===== src/design/itb_map.svh =====
// Constants for the conditional-block and table-branch decoder
// Overview of operation
// - Prefix makes one to four following instructions conditional
// - First uses base condition, others own letter
// - Then applies base, else applies its inverse
// - Breakpoint inside block always executes
// - Exceptions accepted before or inside the block
// - Exception return resumes remaining block instructions
// - Conditional instructions need block, except immediate branch
// - Prefix leaves condition flags unchanged
// - Byte table reads byte, half table reads halfword
// - Half table index shifted left one bit
// - Counter base means table follows the instruction
// - Target is next address plus twice entry
// - Table branches leave condition flags unchanged
`ifndef ITB_MAP_SVH
`define ITB_MAP_SVH

// ============================================================
// Encodings
`define ITB_COND_ALWAYS   4'hE
`define ITB_MASK_EMPTY    4'h0
`define ITB_MASK_LAST     4'h8
`define ITB_REG_SP        4'hD
`define ITB_REG_PC        4'hF
`define ITB_HALF_SHIFT    1
`define ITB_INSTR_BYTES   32'h0000_0004

`endif


===== src/design/itb_pkg.sv =====
// Types for the conditional-block and table-branch decoder
package itb_pkg;

  typedef enum logic [3:0] {
    ITB_K_OTHER  = 4'b0001,
    ITB_K_PREFIX = 4'b0010,
    ITB_K_TBB    = 4'b0100,
    ITB_K_TBH    = 4'b1000
  } itb_kind_t;

  // Decoded instruction offered by fetch
  typedef struct packed {
    logic        valid;
    itb_kind_t   kind;
    logic [3:0]  cond_field;
    logic [3:0]  mask_field;
    logic        is_breakpoint_instr;
    logic        is_cbz;
    logic        is_cps;
    logic        writes_pc;
    logic        is_bcond;
    logic        has_cond;
    logic [3:0]  instr_cond;
    logic [3:0]  base_reg;
    logic [3:0]  index_reg;
    logic [31:0] pc;
  } itb_instr_t;

  // Conditional-block state, also the exception save image
  typedef struct packed {
    logic [3:0] base_cond;
    logic [3:0] mask;
  } itb_blk_t;

  typedef struct packed {
    itb_blk_t    blk;
    logic        tb_busy;
    logic        tb_half;
    logic [31:0] tb_next;
    logic        exec;
    logic        fault;
    logic [31:0] target;
    logic        branch;
    logic [31:0] tb_addr;
    logic        tb_req;
  } itb_state_t;

endpackage


===== src/design/itb_decoder.sv =====
// Conditional-block state tracker and table-branch address unit
`timescale 1ns/1ps
`include "itb_map.svh"
module itb_decoder
  import itb_pkg::*;
(
  input  wire logic        clock_i,
  input  wire logic        nrst_i,
  input  wire itb_instr_t  instr_i,
  input  wire logic [3:0]  flags_i,
  input  wire logic [31:0] base_val_i,
  input  wire logic [31:0] index_val_i,
  input  wire logic        exc_entry_i,
  input  wire logic        exc_return_i,
  input  wire itb_blk_t    exc_restore_i,
  input  wire logic        tbl_valid_i,
  input  wire logic [15:0] tbl_data_i,
  output logic             ready_o,
  output itb_blk_t         blk_state_o,
  output logic             in_block_o,
  output logic             exec_o,
  output logic             fault_o,
  output logic             tbl_req_o,
  output logic [31:0]      tbl_addr_o,
  output logic             tbl_half_o,
  output logic             branch_o,
  output logic [31:0]      target_o
);

  // ============================================================
  // Condition evaluation on N Z C V
  function automatic logic cond_pass(input logic [3:0] c, input logic [3:0] f);
    logic n, z, cy, v, r;
    n  = f[3];
    z  = f[2];
    cy = f[1];
    v  = f[0];
    unique case (c[3:1])
      3'h0:    r = z;
      3'h1:    r = cy;
      3'h2:    r = n;
      3'h3:    r = v;
      3'h4:    r = cy & ~z;
      3'h5:    r = (n == v);
      3'h6:    r = ~z & (n == v);
      default: r = 1'b1;
    endcase
    if (c[0] && c[3:1] != 3'h7) begin
      r = ~r;
    end
    return r;
  endfunction

  // Condition of the current block slot; its low bit is refilled from the mask
  // on every advance but the last, so the base field always holds the live condition
  function automatic logic [3:0] slot_cond(input itb_blk_t b);
    return b.base_cond;
  endfunction

  itb_state_t st, next_st;
  logic       in_blk;
  logic [3:0] cur_cond;
  logic       last_slot;
  logic [31:0] offs;
  logic       taken;

  assign in_blk    = (st.blk.mask != `ITB_MASK_EMPTY);
  // Instruction accepted this edge with no exception pulse beside it
  assign taken     = ready_o && instr_i.valid && !exc_entry_i && !exc_return_i;
  assign last_slot = (st.blk.mask[2:0] == 3'h0);
  assign cur_cond  = slot_cond(st.blk);
  // Table branch stalls fetch until its entry returns
  assign ready_o   = ~st.tb_busy;

  always_comb begin
    next_st        = st;
    next_st.exec   = 1'b0;
    next_st.fault  = 1'b0;
    next_st.branch = 1'b0;
    next_st.tb_req = 1'b0;
    offs           = 32'h0;
    if (exc_return_i) begin
      next_st.blk     = exc_restore_i;
      next_st.tb_busy = 1'b0;
    end else if (exc_entry_i) begin
      // Block state stays intact for stacking; a pending table read is dropped
      next_st.tb_busy = 1'b0;
    end else if (st.tb_busy) begin
      if (tbl_valid_i) begin
        next_st.tb_busy = 1'b0;
        next_st.branch  = 1'b1;
        next_st.target  = st.tb_next + (st.tb_half ? {15'h0, tbl_data_i, 1'b0}
                                                   : {23'h0, tbl_data_i[7:0], 1'b0});
      end
    end else if (instr_i.valid) begin
      if (in_blk) begin
        // Slot executes on its own condition; breakpoint ignores it
        next_st.exec = cond_pass(cur_cond, flags_i) | instr_i.is_breakpoint_instr;
        next_st.fault = instr_i.kind == ITB_K_PREFIX || instr_i.is_cbz ||
                        instr_i.is_cps || (instr_i.writes_pc && !last_slot) ||
                        (!instr_i.has_cond && !instr_i.is_breakpoint_instr) ||
                        (instr_i.has_cond && instr_i.instr_cond != cur_cond);
        // Shift to next slot; only the top bit left means block over
        next_st.blk.mask = last_slot ? `ITB_MASK_EMPTY : {st.blk.mask[2:0], 1'b0};
        if (last_slot) begin
          next_st.blk.base_cond = 4'h0;
        end else begin
          next_st.blk.base_cond[0] = st.blk.mask[3];
        end
      end else begin
        // Branch outside a block still obeys its own condition
        next_st.exec  = !instr_i.has_cond || cond_pass(instr_i.instr_cond, flags_i);
        next_st.fault = instr_i.has_cond && !instr_i.is_bcond;
      end
      if (next_st.exec && !next_st.fault) begin
        unique case (instr_i.kind)
          ITB_K_PREFIX: begin
            // Flags untouched; only block state loads
            next_st.blk.base_cond = instr_i.cond_field;
            next_st.blk.mask      = instr_i.mask_field;
            // Letter bits sit above the lowest set bit; under the always condition a one there is an else
            if (instr_i.mask_field == `ITB_MASK_EMPTY ||
                (instr_i.cond_field == `ITB_COND_ALWAYS &&
                 (instr_i.mask_field & (instr_i.mask_field - 4'h1)) != 4'h0)) begin
              next_st.fault = 1'b1;
            end
          end
          ITB_K_TBB, ITB_K_TBH: begin
            offs = (instr_i.kind == ITB_K_TBH) ? (index_val_i << `ITB_HALF_SHIFT)
                                               : index_val_i;
            next_st.tb_next = instr_i.pc + `ITB_INSTR_BYTES;
            next_st.tb_addr = ((instr_i.base_reg == `ITB_REG_PC) ? next_st.tb_next
                                                                 : base_val_i) + offs;
            next_st.tb_half = (instr_i.kind == ITB_K_TBH);
            next_st.tb_req  = 1'b1;
            next_st.tb_busy = 1'b1;
            if (instr_i.base_reg == `ITB_REG_SP || instr_i.index_reg == `ITB_REG_SP ||
                instr_i.index_reg == `ITB_REG_PC) begin
              next_st.fault   = 1'b1;
              next_st.tb_req  = 1'b0;
              next_st.tb_busy = 1'b0;
            end
          end
          default: begin
          end
        endcase
      end
    end
  end

  always_ff @(posedge clock_i or negedge nrst_i) begin
    if (!nrst_i) begin
      st <= '0;
    end else begin
      st <= next_st;
    end
  end

  assign blk_state_o = st.blk;
  assign in_block_o  = in_blk;
  assign exec_o      = st.exec;
  assign fault_o     = st.fault;
  assign tbl_req_o   = st.tb_req;
  assign tbl_addr_o  = st.tb_addr;
  assign tbl_half_o  = st.tb_half;
  assign branch_o    = st.branch;
  assign target_o    = st.target;

  // ============================================================
  // Checks
  chk_prefix_loads: assert property (@(posedge clock_i) disable iff (!nrst_i)
    (ready_o && instr_i.valid && !in_blk && instr_i.kind == ITB_K_PREFIX && !instr_i.has_cond
     && !exc_entry_i && !exc_return_i && instr_i.mask_field != 4'h0)
    |=> (st.blk.base_cond == $past(instr_i.cond_field)))
    else $error("prefix did not load base condition");

  chk_block_ends: assert property (@(posedge clock_i) disable iff (!nrst_i)
    (ready_o && instr_i.valid && in_blk && last_slot && !exc_entry_i && !exc_return_i)
    |=> !in_block_o)
    else $error("block did not end after last slot");

  chk_breakpoint_instr_runs: assert property (@(posedge clock_i) disable iff (!nrst_i)
    (ready_o && instr_i.valid && in_blk && instr_i.is_breakpoint_instr && !exc_entry_i && !exc_return_i)
    |=> exec_o)
    else $error("breakpoint suppressed in block");

  chk_restore_blk: assert property (@(posedge clock_i) disable iff (!nrst_i)
    exc_return_i |=> (blk_state_o == $past(exc_restore_i)))
    else $error("block state not restored");

  chk_entry_keeps: assert property (@(posedge clock_i) disable iff (!nrst_i)
    (exc_entry_i && !exc_return_i) |=> $stable(blk_state_o))
    else $error("block state lost on exception entry");

  chk_tb_target: assert property (@(posedge clock_i) disable iff (!nrst_i)
    (st.tb_busy && tbl_valid_i && !exc_entry_i && !exc_return_i && st.tb_half)
    |=> branch_o && target_o == $past(st.tb_next) + {15'h0, $past(tbl_data_i), 1'b0})
    else $error("halfword table target wrong");

  chk_tb_sp_fault: assert property (@(posedge clock_i) disable iff (!nrst_i)
    (tbl_req_o) |-> !fault_o)
    else $error("table request issued on faulting operands");

  chk_bcond_free: assert property (@(posedge clock_i) disable iff (!nrst_i)
    (ready_o && instr_i.valid && !in_blk && instr_i.is_bcond && !exc_entry_i
     && !exc_return_i && instr_i.kind == ITB_K_OTHER) |=> !fault_o)
    else $error("conditional branch faulted outside block");

  // ============================================================
  // Block sequencing checks
  chk_slot_follows: assert property (@(posedge clock_i) disable iff (!nrst_i)
    (taken && in_blk && !last_slot)
    |=> (blk_state_o.base_cond[0] == $past(st.blk.mask[3])
         && blk_state_o.mask == {$past(st.blk.mask[2:0]), 1'b0}))
    else $error("next slot condition not taken from mask");

  chk_mid_stays: assert property (@(posedge clock_i) disable iff (!nrst_i)
    (taken && in_blk && !last_slot) |=> in_block_o)
    else $error("block closed before its last slot");

  chk_always_else: assert property (@(posedge clock_i) disable iff (!nrst_i)
    (taken && !in_blk && instr_i.kind == ITB_K_PREFIX && !instr_i.has_cond
     && instr_i.cond_field == `ITB_COND_ALWAYS
     && (instr_i.mask_field & (instr_i.mask_field - 4'h1)) != 4'h0)
    |=> fault_o)
    else $error("else slot under always condition accepted");

  // ============================================================
  // Placement checks
  chk_nested_fault: assert property (@(posedge clock_i) disable iff (!nrst_i)
    (taken && in_blk && (instr_i.kind == ITB_K_PREFIX || instr_i.is_cbz || instr_i.is_cps))
    |=> fault_o)
    else $error("forbidden instruction accepted in block");

  chk_pc_write_mid: assert property (@(posedge clock_i) disable iff (!nrst_i)
    (taken && in_blk && instr_i.writes_pc && !last_slot) |=> fault_o)
    else $error("counter write accepted before last slot");

  chk_cond_outside: assert property (@(posedge clock_i) disable iff (!nrst_i)
    (taken && !in_blk && instr_i.has_cond && !instr_i.is_bcond) |=> fault_o)
    else $error("conditional instruction accepted outside block");

  chk_bad_suffix: assert property (@(posedge clock_i) disable iff (!nrst_i)
    (taken && in_blk && instr_i.has_cond && instr_i.instr_cond != st.blk.base_cond
     && instr_i.instr_cond != {st.blk.base_cond[3:1], ~st.blk.base_cond[0]})
    |=> fault_o)
    else $error("foreign condition accepted in block");

  chk_nocond_inside: assert property (@(posedge clock_i) disable iff (!nrst_i)
    (taken && in_blk && !instr_i.has_cond && !instr_i.is_breakpoint_instr) |=> fault_o)
    else $error("unconditional form accepted in block");

  // ============================================================
  // Table branch checks
  chk_req_pulse: assert property (@(posedge clock_i) disable iff (!nrst_i)
    tbl_req_o |=> !tbl_req_o)
    else $error("table request longer than one cycle");

  chk_ready_wait: assert property (@(posedge clock_i) disable iff (!nrst_i)
    tbl_req_o |-> !ready_o)
    else $error("fetch not stalled during table read");

  chk_half_addr: assert property (@(posedge clock_i) disable iff (!nrst_i)
    (taken && !in_blk && instr_i.kind == ITB_K_TBH && !instr_i.has_cond
     && instr_i.base_reg != `ITB_REG_PC && instr_i.base_reg != `ITB_REG_SP
     && instr_i.index_reg != `ITB_REG_SP && instr_i.index_reg != `ITB_REG_PC)
    |=> (tbl_half_o && tbl_addr_o == $past(base_val_i) + {$past(index_val_i[30:0]), 1'b0}))
    else $error("halfword entry address wrong");

  chk_pc_base: assert property (@(posedge clock_i) disable iff (!nrst_i)
    (taken && !in_blk && instr_i.kind == ITB_K_TBB && !instr_i.has_cond
     && instr_i.base_reg == `ITB_REG_PC
     && instr_i.index_reg != `ITB_REG_SP && instr_i.index_reg != `ITB_REG_PC)
    |=> (tbl_addr_o == $past(instr_i.pc) + `ITB_INSTR_BYTES + $past(index_val_i)))
    else $error("counter based table address wrong");

  chk_byte_target: assert property (@(posedge clock_i) disable iff (!nrst_i)
    (st.tb_busy && tbl_valid_i && !exc_entry_i && !exc_return_i && !st.tb_half)
    |=> branch_o && target_o == $past(st.tb_next) + {23'h0, $past(tbl_data_i[7:0]), 1'b0})
    else $error("byte table target wrong");

  chk_branch_pulse: assert property (@(posedge clock_i) disable iff (!nrst_i)
    branch_o |=> !branch_o)
    else $error("branch pulse longer than one cycle");

  chk_tb_refused: assert property (@(posedge clock_i) disable iff (!nrst_i)
    (taken && !in_blk && !instr_i.has_cond
     && (instr_i.kind == ITB_K_TBB || instr_i.kind == ITB_K_TBH)
     && (instr_i.base_reg == `ITB_REG_SP || instr_i.index_reg == `ITB_REG_SP
         || instr_i.index_reg == `ITB_REG_PC))
    |=> (fault_o && !tbl_req_o))
    else $error("illegal table operands not refused");

endmodule // itb_decoder


===== config.mk =====
export PLATFORM = sky130hd
export DESIGN_NAME = itb_decoder
export DESIGN_NICKNAME = d
export VERILOG_FILES = /design/src/design/itb_pkg.sv /design/src/design/itb_decoder.sv
export VERILOG_INCLUDE_DIRS = /design/src /design/src/design
export SDC_FILE = /design/constraint.sdc
export NUM_CORES = 1
export LEC_CHECK = 0
export BUFFER_PORTS_ARGS = -buffer_cell sky130_fd_sc_hd__buf_2
export CORE_ASPECT_RATIO = 1.2
export CORE_MARGIN = 5
export CORE_UTILIZATION = 45
export DETAILED_ROUTE_END_ITERATION = 6
export GPL_ROUTABILITY_DRIVEN = 0
export PLACE_DENSITY = 0.7
export REMOVE_ABC_BUFFERS = 1
export SYNTH_ARGS = -nofsm -noshare
export SYNTH_HDL_FRONTEND = slang
export SYNTH_SLANG_ARGS = --single-unit

===== constraint.sdc =====
create_clock -name clock_i -period 4.9 [get_ports clock_i]
set_clock_uncertainty 0.05 [all_clocks]
set_input_delay 0.49 -clock clock_i [delete_from_list [all_inputs] [get_ports clock_i]]
set_output_delay 0.49 -clock clock_i [all_outputs]
set_load 0.03 [all_outputs]

# Word-level counts from Yosys, hierarchy flattened

Cells that the tools add are included.

Flip-flop bits (word level): 110
Bits in latches: 0
Memory bits (writable): 0
Bits in read-only memories: 0
Output and inout port bits: 79
Logic and storage cells: 144
Memories: 0

Add/sub/neg operators: 4
$mul: 0
Div/mod/pow operators: 0
$lt $le $gt $ge: 0
Equality and inequality tests: 26
Shifts and indexed selects: 0
Multiplexer cells: 60
Bitwise gates (word level): 10
Reduce and logical (&&, ||, !) cells: 33

Operators with widths:

| operator              | number |
|---|---|
| $mux 33               | 6 |
| $mux 68               | 2 |
| $mux 32               | 2 |
| $mux 44               | 1 |
| $mux 42               | 1 |
| $mux 34               | 1 |
| $add 32x17->32        | 1 |
| $add 32x3->32 const B | 1 |
| $add 32x32->32        | 1 |
| $mux 8                | 4 |
| $mux 1                | 30 |
| $eq 4x4->1 const B    | 6 |
| $eq 3x3->1 const B    | 6 |
| $mux 17               | 1 |
| $pmux 1 s7            | 2 |
| $eq 3x2->1 const B    | 4 |
| $mux 2                | 6 |
| $logic_not 3->1       | 3 |
| $logic_or 1x1->1      | 9 |
| $mux 9                | 1 |
| $logic_and 1x1->1     | 8 |
| $reduce_bool 4->1     | 2 |
| $eq 3x1->1 const B    | 2 |
| $ne 3x3->1 const B    | 2 |
| other kinds (21)      | 31 |

# Logic depth before layout (Yosys ltp)

Gate-level depths: netlist (run 1).

Depth after elaboration: 28
Depth in mapped cells: 18
Gate-level depth less buffers: 18

# Worst setup path after synthesis (run 1)

OpenSTA, ideal clock, no wires.

Path kind: input -> register
Start: in instr_i[59] (netlist bit)
End: reg st (netlist bit tbl_addr_o[14])
Library setup time: 0.069 ns
Arrival time: 4.059 ns
Path slack: 0.722 ns
Cell stages on the path: 12
Path buffers: 1
Cell sequence: nor4b_1 -> clkbuf_1 -> mux2_2 -> fa_1 -> a211oi_1 -> o21a_1 -> a21boi_0 -> o21ai_0 -> a21o_1 -> a21oi_1 -> or4_1 -> nand3_1

Word-level cells in the longest chain between the ends: 14

RTL lines:

| element                       | line               | source |
|---|---|---|
| from (decl)                   | itb_decoder.sv:9   | `input wire itb_instr_t instr_i,` |
| $eq 4x2->1                    | itb_decoder.sv:99  | `next_st.fault = instr_i.kind == ITB_K_PREFIX \|\| instr_i.is_cbz \|\|` |
| $logic_or 1x1->1 (2 in a row) | itb_decoder.sv:99  |  |
| $logic_or 1x1->1 (2 in a row) | itb_decoder.sv:100 | `instr_i.is_cps \|\| (instr_i.writes_pc && !last_slot) \|\|` |
| $logic_or 1x1->1              | itb_decoder.sv:101 | `(!instr_i.has_cond && !instr_i.is_breakpoint_instr) \|\|` |
| $mux 2                        | itb_decoder.sv:96  | `if (in_blk) begin` |
| $mux 2                        | itb_decoder.sv:95  | `end else if (instr_i.valid) begin` |
| $mux 2                        | itb_decoder.sv:88  | `end else if (st.tb_busy) begin` |
| $mux 2                        | itb_decoder.sv:85  | `end else if (exc_entry_i) begin` |
| $mux 2                        | itb_decoder.sv:82  | `if (exc_return_i) begin` |
| $logic_not 1->1               | itb_decoder.sv:115 | `if (next_st.exec && !next_st.fault) begin` |
| $logic_and 1x1->1             | itb_decoder.sv:115 |  |
| $reduce_and 6->1 (no line)    | -                  |  |
| to (signal assigned)          | itb_decoder.sv:155 | `st <= next_st;` |
| to (decl)                     | itb_decoder.sv:60  | `itb_state_t st, next_st;` |

Parallel ways exist; a longest one is shown, timed or not. The select of a mux whose other input is x is not followed.
A chain may end at the register's enable or synchronous reset.

# Final worst setup path (run 1)

Start: in instr_i[2] (netlist bit)
End: reg st (netlist bit tbl_addr_o[30])

Word-level cells in the longest chain between the ends: 3

RTL lines:

| element                 | line               | source |
|---|---|---|
| $add 32x3->32 (no line) | -                  |  |
| $mux 32                 | itb_decoder.sv:132 | `` next_st.tb_addr = ((instr_i.base_reg == `ITB_REG_PC) ? next_st.tb_next `` |
| $add 32x32->32          | itb_decoder.sv:132 |  |

Every way passes these cells.

==> impl_metrics.json, run 1 <==
{
  "io_buffers": 237,
  "die-area_um2": 23000,
  "mostFrequentLayoutCells": "236 x buf_2, 191 x nand2_1, 124 x o21ai_0",
  "cts_made_buffers": 9,
  "synth.yosys.seq_area_share_pct": 30.4,
  "dr.pass1.iters": 5,
  "violations": "negative hold slack",
  "synth.distinct_cells": 69,
  "max_freq_mhz": 248,
  "synthTopCellsByArea": "dfrtp_1 30%, nand2_1 7.9%, o21ai_0 6.9%",
  "num_rows": 56,
  "core_um2": 19700,
  "finalHoldViolCount": 3,
  "period_share_pct": 82.3,
  "dpl.hpwl_mm": 20.8,
  "slew_viol_final": 0,
  "die_h_um": 165,
  "wire_per_inst_um": 16.7,
  "synthFlopType": "dfrtp_1",
  "arrival_ns": 4.23,
  "synth_area_per_cell_um2": 8.21,
  "syn_area_um2": 9040,
  "setup_viol": 0,
  "grt_pass1_wl_mm": 41.1,
  "grt_max_degree": 61,
  "post_cts_buffers": 0,
  "slew_headroom_pct": 23.9,
  "fillers": 1911,
  "groute.usage.overall_pct": 21.9,
  "synth_edf_count": 0,
  "viasPerCell": 5.39,
  "drt_first_iter_violations": 461,
  "ys_async_sr_fraction_pct": 100,
  "path_max_fanout": 8,
  "cellPowerDensity_nw_per_um2": 244,
  "numClockSinks": 110,
  "status": "complete, but fails checks",
  "required_ns": 5.10,
  "power_mw": 2.52,
  "finalSetupTns_ns": 0,
  "cts_max_level": 3,
  "synth_top_area_cell": "dfrtp_1",
  "clock_latency_ns": 0.36,
  "cts.path.max_buffers": 2,
  "holdWs_ns": -0.000969,
  "final_nets": 1464,
  "period_needed_ns": 4.03,
  "crit_type": "in -> reg",
  "synth_top_area_share_pct": 30.4,
  "cap_violations": 0,
  "ys_ff_latch": 110,
  "endpoint_kind": "register",
  "antenna_found_initial": 9,
  "path_clk_slew_ns": 0.08,
  "final_common_cell": "buf_2",
  "num_vias": 8237,
  "ir_drop_mv": 0.164,
  "ios": 239,
  "route.detailed.drc": 0,
  "tightestPinTransition_ns": 1.14,
  "drt_wl_total_mm": 25.6,
  "die_x_um": 139,
  "ant_nets": 0,
  "leakagePower_nw": 5.00,
  "cts_root_buf": "clkbuf_16",
  "cts_resized": 0,
  "start_kind": "input pin",
  "syn_inst": 1101,
  "yosys_warnings": 0,
  "worstHoldPathType": "in -> async",
  "cts_hold_buf": 0,
  "syn_to_final_growth_pct": 14.0,
  "initial_core_util_pct": 45.9,
  "rsz0062_at_grt": "false",
  "tritoncts": "done",
  "grt_pass1_vias": 8236,
  "drive_above_1_share_pct": 25.8,
  "grt_remaining_overflow": 0
}
metrics by stage:
step	setup WS, ns	area, um^2	utilization, %	std cells
2_1_floorplan	-1.79	8330	-	991
3_3_place_gp	0.562	9990	50.7	1504
3_5_place_dp	0.504	9990	50.7	1504
4_1_cts	0.884	10300	52.3	1520
5_1_grt	0.429	10300	52.3	1526
6_report	0.867	10300	52.4	1527
critical path: stages:
cell and delay [ns]:
buf_2 0.12, ha_1 0.19, nand3_1 0.19, nor4_1 0.30, buf_4 0.18, nand2_1 0.10
or3_1 0.38, inv_1 0.12, nand3_1 0.10, xor2_1 0.19, o21ai_0 0.13, ha_1 0.40
nor2b_1 0.18, a2111oi_0 0.34, o311ai_0 0.20, o221ai_1 0.24, xnor2_1 0.10, mux2_4 0.26
cell usage after synthesis, types with 19 or more instances:
cell type / n
nand3_1: 33
xor2_1: 27
buf_4: 72
ha_1: 48
nor2_1: 51
a21oi_1: 43
a21o_1: 19
mux2_2: 33
o21ai_0: 124
clkbuf_1: 31
dfrtp_1: 110
xnor2_1: 46
inv_1: 28
nand2_1: 191
flip-flops by register name, indices dropped and copies added (netlist names), 4 cells and up:
signal / cells
st: 33
tbl_addr_o: 32
blk_state_o: 4
cur_cond: 4
target_o: 32
power by group:
group	switching, mW	internal (mW)
registers	0.0465	0.960
logic	0.446	0.307
clock network	0.384	0.376
total	0.877	1.64
final timing paths:
check                                              to  slack (ns)  cells past startpoint                        from
max                        tbl_addr_o[30]$_DFFE_PN0P_        0.87                     18                  instr_i[2]
min                         tbl_addr_o[2]$_DFFE_PN0P_      -0.001                      1                      nrst_i
max in group asynchronous    target_o[17]$_DFFE_PN0P_        3.76                      2                      nrst_i
min in group clock_i                st[101]$_DFF_PN0_        0.30                      2                 tbl_valid_i
max reg2reg                tbl_addr_o[20]$_DFFE_PN0P_        1.38                      9  blk_state_o[0]$_DFFE_PN0P_
min reg2reg                        st[68]$_DFFE_PN0P_        0.42                      2          st[68]$_DFFE_PN0P_
layout make-up:
| class | instances | area, um^2 | share of cell area [%] |
|---|---|---|---|
| Antenna cell | 7 | 17.5 | 0.170 |
| Clock inverter | 6 | 60.1 | 0.583 |
| Tap cell | 261 | 327 | 3.17 |
| Sequential cell | 110 | 2750 | 26.7 |
| Inverter | 29 | 109 | 1.06 |
| Timing Repair Buffer | 252 | 1310 | 12.7 |
| Clock buffer | 10 | 239 | 2.32 |
| Multi-Input combinational cell | 852 | 5490 | 53.3 |
cells by family (layout without fill, tap and decap cells):
kind of cell,count (synthesis),count (layout),share of synthesized area (%)
simple gates,385,385,19.9
compound gates,297,297,20.5
buf+inv,139,297,9.02
flops,110,110,30.4
xor+xnor,73,73,7.07
fa+ha+maj,51,51,7.20
mux,46,46,5.94
other cells,0,7,0
layer usage:
layer | wire [um] | share of wire [%] | vias to the layer above | global-route usage [%]
met5 | 40 | 0.16 | - | 0
met4 | 836 | 3.3 | 6 | 9.79
met2 | 12600 | 49 | 201 | 38.1
met1 | 10800 | 42 | 3804 | 26.6
met3 | 1360 | 5.3 | 54 | 3.86
li1 | - | - | 4172 | -
No activity file was read; power rests on OpenSTA's default activity.
==> inputs of run 2 (changes only) <==
Settings changed: ABC_AREA set to 1, PLACE_DENSITY 0.7 to 0.71.
Clock period 4.9 ns to 3.4 ns, I/O delays scaled along.
==> impl_metrics.json, run 2 <==
{
  "die_h_um": 176,
  "ys_ff_latch": 110,
  "path_clk_slew_ns": 0.08,
  "cts_root_buf": "clkbuf_16",
  "synth.yosys.seq_area_share_pct": 26.6,
  "synth_area_per_cell_um2": 6.46,
  "clock_latency_ns": 0.36,
  "synth_common_cells": "534 x nand2_1, 158 x inv_1, 157 x nor2_1, 110 x dfrtp_1, 110 x o21ai_0",
  "tritoncts": "done",
  "period_share_pct": 91.1,
  "holdWs_ns": 0.0103,
  "synth_top_area_cell": "dfrtp_1",
  "period_needed_ns": 3.10,
  "cellPowerDensity_nw_per_um2": 341,
  "drt_wl_total_mm": 32.1,
  "dr.pass1.iters": 5,
  "path_max_fanout": 4,
  "crit_family": "simple AND/OR/NAND/NOR gates",
  "worst_path_max_delay_cell": "ha_1",
  "slew_headroom_pct": 35.8,
  "crit_start": "instr_i[2]",
  "antenna_found_initial": 4,
  "cts_made_buffers": 9,
  "finalSetupTns_ns": 0,
  "mostFrequentLayoutCells": "534 x nand2_1, 236 x buf_2, 158 x inv_1",
  "final_common_cell": "nand2_1",
  "synthTopCellsByArea": "dfrtp_1 27%, nand2_1 19%, ha_1 5.8%",
  "slew_viol_final": 0,
  "cts.path.max_buffers": 2,
  "endpoint_kind": "register",
  "place_ws_ns": -0.0355,
  "finalHoldViolCount": 0,
  "r2r-start": "st[69]$_DFFE_PN0P_",
  "die-area_um2": 26200,
  "worstHoldPathType": "in -> async",
  "grt_max_degree": 66,
  "ff2ff_path_depth": 12,
  "final_nets": 1991,
  "drt_first_iter_violations": 676,
  "route.detailed.drc": 0,
  "yosys_warnings": 0,
  "viasPerCell": 5.19,
  "grt_pass1_vias": 10600,
  "synth_edf_count": 0,
  "io_buffers": 237,
  "crit_chain": "buf_2, ha_1, nand3_1, nor2_1, nand4_1, nor2_1, nand2_1, nor2_1, nand2_1, xor2_1, o21ai_0, ha_1, a21o_1, nand3_1, nand2_1, a21oi_1, nand2_1, a21oi_1, inv_1, nand2_1, nand2_1, nand2_1, nand2_1",
  "cts_hold_buf": 0,
  "groute.usage.overall_pct": 24.3,
  "ir_drop_mv": 0.230,
  "wire_per_inst_um": 15.5,
  "post_cts_buffers": 0,
  "cap_violations": 0,
  "max_freq_mhz": 323,
  "required_ns": 3.61,
  "ios": 239,
  "syn_inst": 1603,
  "setup_viol": 0,
  "die_x_um": 148,
  "arrival_ns": 3.30,
  "synth.most_common_cell": "nand2_1",
  "grt_remaining_overflow": 0,
  "timing.rr.end": "target_o[19]$_DFFE_PN0P_",
  "ant_nets": 0,
  "crit_path_frequent_cell": "nand2_1",
  "cts_resized": 0,
  "top_register": "st",
  "dpl.hpwl_mm": 26.8,
  "max_stage_delay_ns": 0.31,
  "synth.distinct_cells": 48,
  "fin_util_pct": 52.1,
  "num_vias": 10800,
  "initial_core_util_pct": 46.0,
  "core_um2": 22500,
  "largest_reg_flops": 33,
  "cts_max_level": 3,
  "leakagePower_nw": 6.59,
  "rsz0062_at_grt": "false",
  "syn_area_um2": 10400,
  "critPathBufInv": 2,
  "crit_type": "in -> reg",
  "reg2reg_slack_ns": 0.61,
  "drive_above_1_share_pct": 19.7,
  "status": "completed",
  "start_kind": "input pin",
  "timing.final.ws_setup_ns": 0.302,
  "synth_top_area_share_pct": 26.6,
  "numClockSinks": 110,
  "ys_async_sr_fraction_pct": 100,
  "tightestPinTransition_ns": 0.954,
  "num_rows": 60,
  "synthFlopType": "dfrtp_1",
  "syn_to_final_growth_pct": 13.4,
  "grt_pass1_wl_mm": 51.3
}
[run 2: cell count changes in the layout (fill, tap and decap cells not counted), moves of 12 or more]
cell,previous run,this run
nand4_1,11,30
nor2_1,51,157
o21ai_0,124,110
nand2_1,191,534
a211oi_1,14,0
buf_4,15,38
a21oi_2,0,24
nand3_1,32,76
inv_1,28,158
a21oi_1,43,72
or3_1,15,0
mux2_2,33,0
xnor2_1,46,34
[run 2: through the flow]
step	instances	total power, mW	instance area (um^2)
global placement	2049	2.92	11400
finish	2071	4.01	11700
CTS	2065	4.04	11700
detailed placement	2049	2.94	11400
floorplan	1494	2.44	9570
global route	2068	4.27	11700
[run 2: kinds of logic after synthesis]
group	after synthesis	synth area share, %
buffers and inverters	277	13.7
AO/OA/AOI/OAI	244	13.4
XOR/XNOR	58	4.91
flip-flops	110	26.6
AND/OR/NAND/NOR	864	35.1
adder cells (fa/ha/maj)	50	6.19
[run 2: final cells by class]
class	count	area, um^2
timing repair buffer	276	1510
tap	279	349
multi-input combinational	1216	6190
fill	2342	10800
clock inverter	7	65.1
sequential	110	2750
inverter	168	638
antenna	6	15.0
clock buffer	9	225
[run 2: per-layer routing]
metal	track usage (%)	up-vias	wire, um
li1	-	5467	-
met1	29.3	4822	13100
met2	42.9	362	15700
met3	2.49	103	1780
met4	12.3	0	1610
met5	0	-	0
[run 2: report_power, final]
part           internal [mW]  switching (mW)  total (mW)
Sequential              1.41          0.0922        1.50
Combinational          0.514           0.916        1.43
Clock                  0.516           0.562        1.08
[run 2: worst max path at each step]
| stage | endpoint | slack (ns) | cells after the start |
|---|---|---|---|
| 2_1_floorplan | tbl_addr_o[19]$_DFFE_PN0P_ | -0.27 | 17 |
| 3_3_place_gp | tbl_addr_o[31]$_DFFE_PN0P_ | -0.02 | 23 |
| 3_5_place_dp | tbl_addr_o[31]$_DFFE_PN0P_ | -0.04 | 23 |
| 4_1_cts | tbl_addr_o[31]$_DFFE_PN0P_ | 0.34 | 23 |
| 5_1_grt | tbl_addr_o[31]$_DFFE_PN0P_ | 0.04 | 23 |
| 6_report | tbl_addr_o[31]$_DFFE_PN0P_ | 0.30 | 23 |
==> inputs of run 3 (changes only) <==
==> constraint.sdc (replaced) <==
create_clock -name clock_i -period 3.4 [get_ports clock_i]
set_clock_uncertainty 0.05 [all_clocks]
set_input_delay 0.17 -clock clock_i [delete_from_list [all_inputs] [get_ports clock_i]]
set_output_delay 0.17 -clock clock_i [all_outputs]
set_load 0.03 [all_outputs]
==> impl_metrics.json, run 3 (synthesis gave the netlist of run 2 again) <==
{
  "max_freq_mhz": 332,
  "initial_core_util_pct": 46.0,
  "period_needed_ns": 3.01,
  "holdWs_ns": 0.0406,
  "cts_made_buffers": 9,
  "ir_drop_mv": 0.228,
  "ant_nets": 0,
  "drt_wl_total_mm": 32.2,
  "ff2ff_path_depth": 12,
  "cap_violations": 0,
  "tritoncts": "done",
  "cts.path.max_buffers": 2,
  "worstHoldPathType": "in -> reg",
  "ios": 239,
  "top_register": "st",
  "setup_viol": 0,
  "path_max_fanout": 4,
  "post_cts_buffers": 0,
  "antenna_found_initial": 10,
  "slew_viol_final": 0,
  "die_x_um": 148,
  "cts_root_buf": "clkbuf_16",
  "crit_path_frequent_cell": "nand2_1",
  "cts_max_level": 3,
  "drive_above_1_share_pct": 18.7,
  "grt_remaining_overflow": 0,
  "period_share_pct": 88.6,
  "clock_latency_ns": 0.36,
  "groute.usage.overall_pct": 24.3,
  "min_delay_path_depth": 3,
  "rsz0062_at_grt": "false",
  "worst_path_max_delay_cell": "ha_1",
  "crit_type": "in -> reg",
  "max_stage_delay_ns": 0.33,
  "num_rows": 60,
  "timing.rr.end": "target_o[19]$_DFFE_PN0P_",
  "wire_per_inst_um": 15.6,
  "r2r-start": "st[69]$_DFFE_PN0P_",
  "start_kind": "input pin",
  "drt_first_iter_violations": 661,
  "finalHoldViolCount": 0,
  "slew_headroom_pct": 38.9,
  "final_common_cell": "nand2_1",
  "endpoint_kind": "register",
  "dpl.hpwl_mm": 26.6,
  "num_vias": 10600,
  "mostFrequentLayoutCells": "534 x nand2_1, 236 x buf_2, 158 x inv_1",
  "path_clk_slew_ns": 0.09,
  "crit_chain": "buf_2, ha_1, nand3_1, nor2_1, nand4_1, nor2_2, nand2_1, nor2_1, nand2_1, xor2_1, o21ai_0, ha_1, a21o_1, nand3_1, nand2_1, a21oi_1, nand2_1, a21oi_1, inv_1, nand2_1, nand2_1, nand2_1, nand2_1",
  "grt_pass1_vias": 10400,
  "dr.pass1.iters": 6,
  "arrival_ns": 3.22,
  "fillers": 2332,
  "cellPowerDensity_nw_per_um2": 345,
  "tightestPinTransition_ns": 0.908,
  "io_buffers": 237,
  "die-area_um2": 26200,
  "leakagePower_nw": 6.51,
  "final_nets": 1973,
  "largest_reg_flops": 33,
  "status": "completed",
  "viasPerCell": 5.13,
  "grt_pass1_wl_mm": 51.2,
  "holdCritStartpoint": "instr_i[50]",
  "required_ns": 3.60,
  "numClockSinks": 110,
  "final-instance-count-excl-fill": 2057,
  "die_h_um": 176,
  "reg2reg_slack_ns": 0.58,
  "route.detailed.drc": 0,
  "core_um2": 22500,
  "syn_to_final_growth_pct": 12.5,
  "whs_endpoint": "blk_state_o[0]$_DFFE_PN0P_",
  "dp.cells": 2028,
  "grt_max_degree": 84
}
## run 3: what timing repair did
item / CTS / global route
hold buffers: 3 / 0
gates resized for setup: 0 / 1
endpoints found under the hold margin: 29 / 0
setup endpoints to repair: 0 / 1
## run 3: through the flow
| step | setup TNS, ns | cell area (um^2) | power [mW] | utilization (%) | setup WS (ns) |
|---|---|---|---|---|---|
| detailed placement | 0 | 11300 | 2.92 | 50.1 | 0.0568 |
| finish | 0 | 11600 | 4.02 | 51.7 | 0.387 |
| global placement | 0 | 11300 | 2.90 | 50.1 | 0.0740 |
| CTS | 0 | 11600 | 4.04 | 51.6 | 0.426 |
| global route | 0 | 11600 | 4.28 | 51.7 | 0.0242 |
| floorplan | -0.799 | 9570 | 2.44 | - | -0.0995 |
## run 3: worst max path at each step
stage / start / end
2_1_floorplan: instr_i[36] / tbl_addr_o[19]$_DFFE_PN0P_
3_3_place_gp: instr_i[2] / tbl_addr_o[31]$_DFFE_PN0P_
3_5_place_dp: instr_i[2] / tbl_addr_o[31]$_DFFE_PN0P_
4_1_cts: instr_i[2] / tbl_addr_o[31]$_DFFE_PN0P_
5_1_grt: instr_i[2] / tbl_addr_o[31]$_DFFE_PN0P_
6_report: instr_i[2] / tbl_addr_o[31]$_DFFE_PN0P_
## run 3: power breakdown
| part | switching (mW) | internal [mW] |
|---|---|---|
| Clock | 0.584 | 0.527 |
| Combinational | 0.915 | 0.497 |
| Sequential | 0.0937 | 1.41 |
| Total | 1.59 | 2.43 |
## run 3: layer usage
layer / routed length [um] / GRT usage [%] / vias to the layer above
li1: - / - / 5440
met1: 13200 / 29.4 / 4712
met2: 16000 / 43.2 / 324
met3: 1600 / 2.90 / 80
met4: 1350 / 11.0 / 4
met5: 29 / 0 / -
## run 3: critical path, delay by kind of cell
| family | cells | cell delay, ns |
|---|---|---|
| simple gates | 14 | 1.40 |
| compound gates | 4 | 0.78 |
| fa+ha+maj | 2 | 0.51 |
| buf+inv | 2 | 0.18 |
| xor+xnor | 1 | 0.16 |
## run 3: layout make-up
class	count	area, um^2	area share [%]
diodes	10	25.0	0.215
clock buffers	9	225	1.93
clock inverters	7	78.8	0.677
inverters	168	638	5.48
multi-input cells	1216	6190	53.1
flip-flops and latches	110	2750	23.6
well taps	279	349	3.00
repair buffers	258	1390	11.9
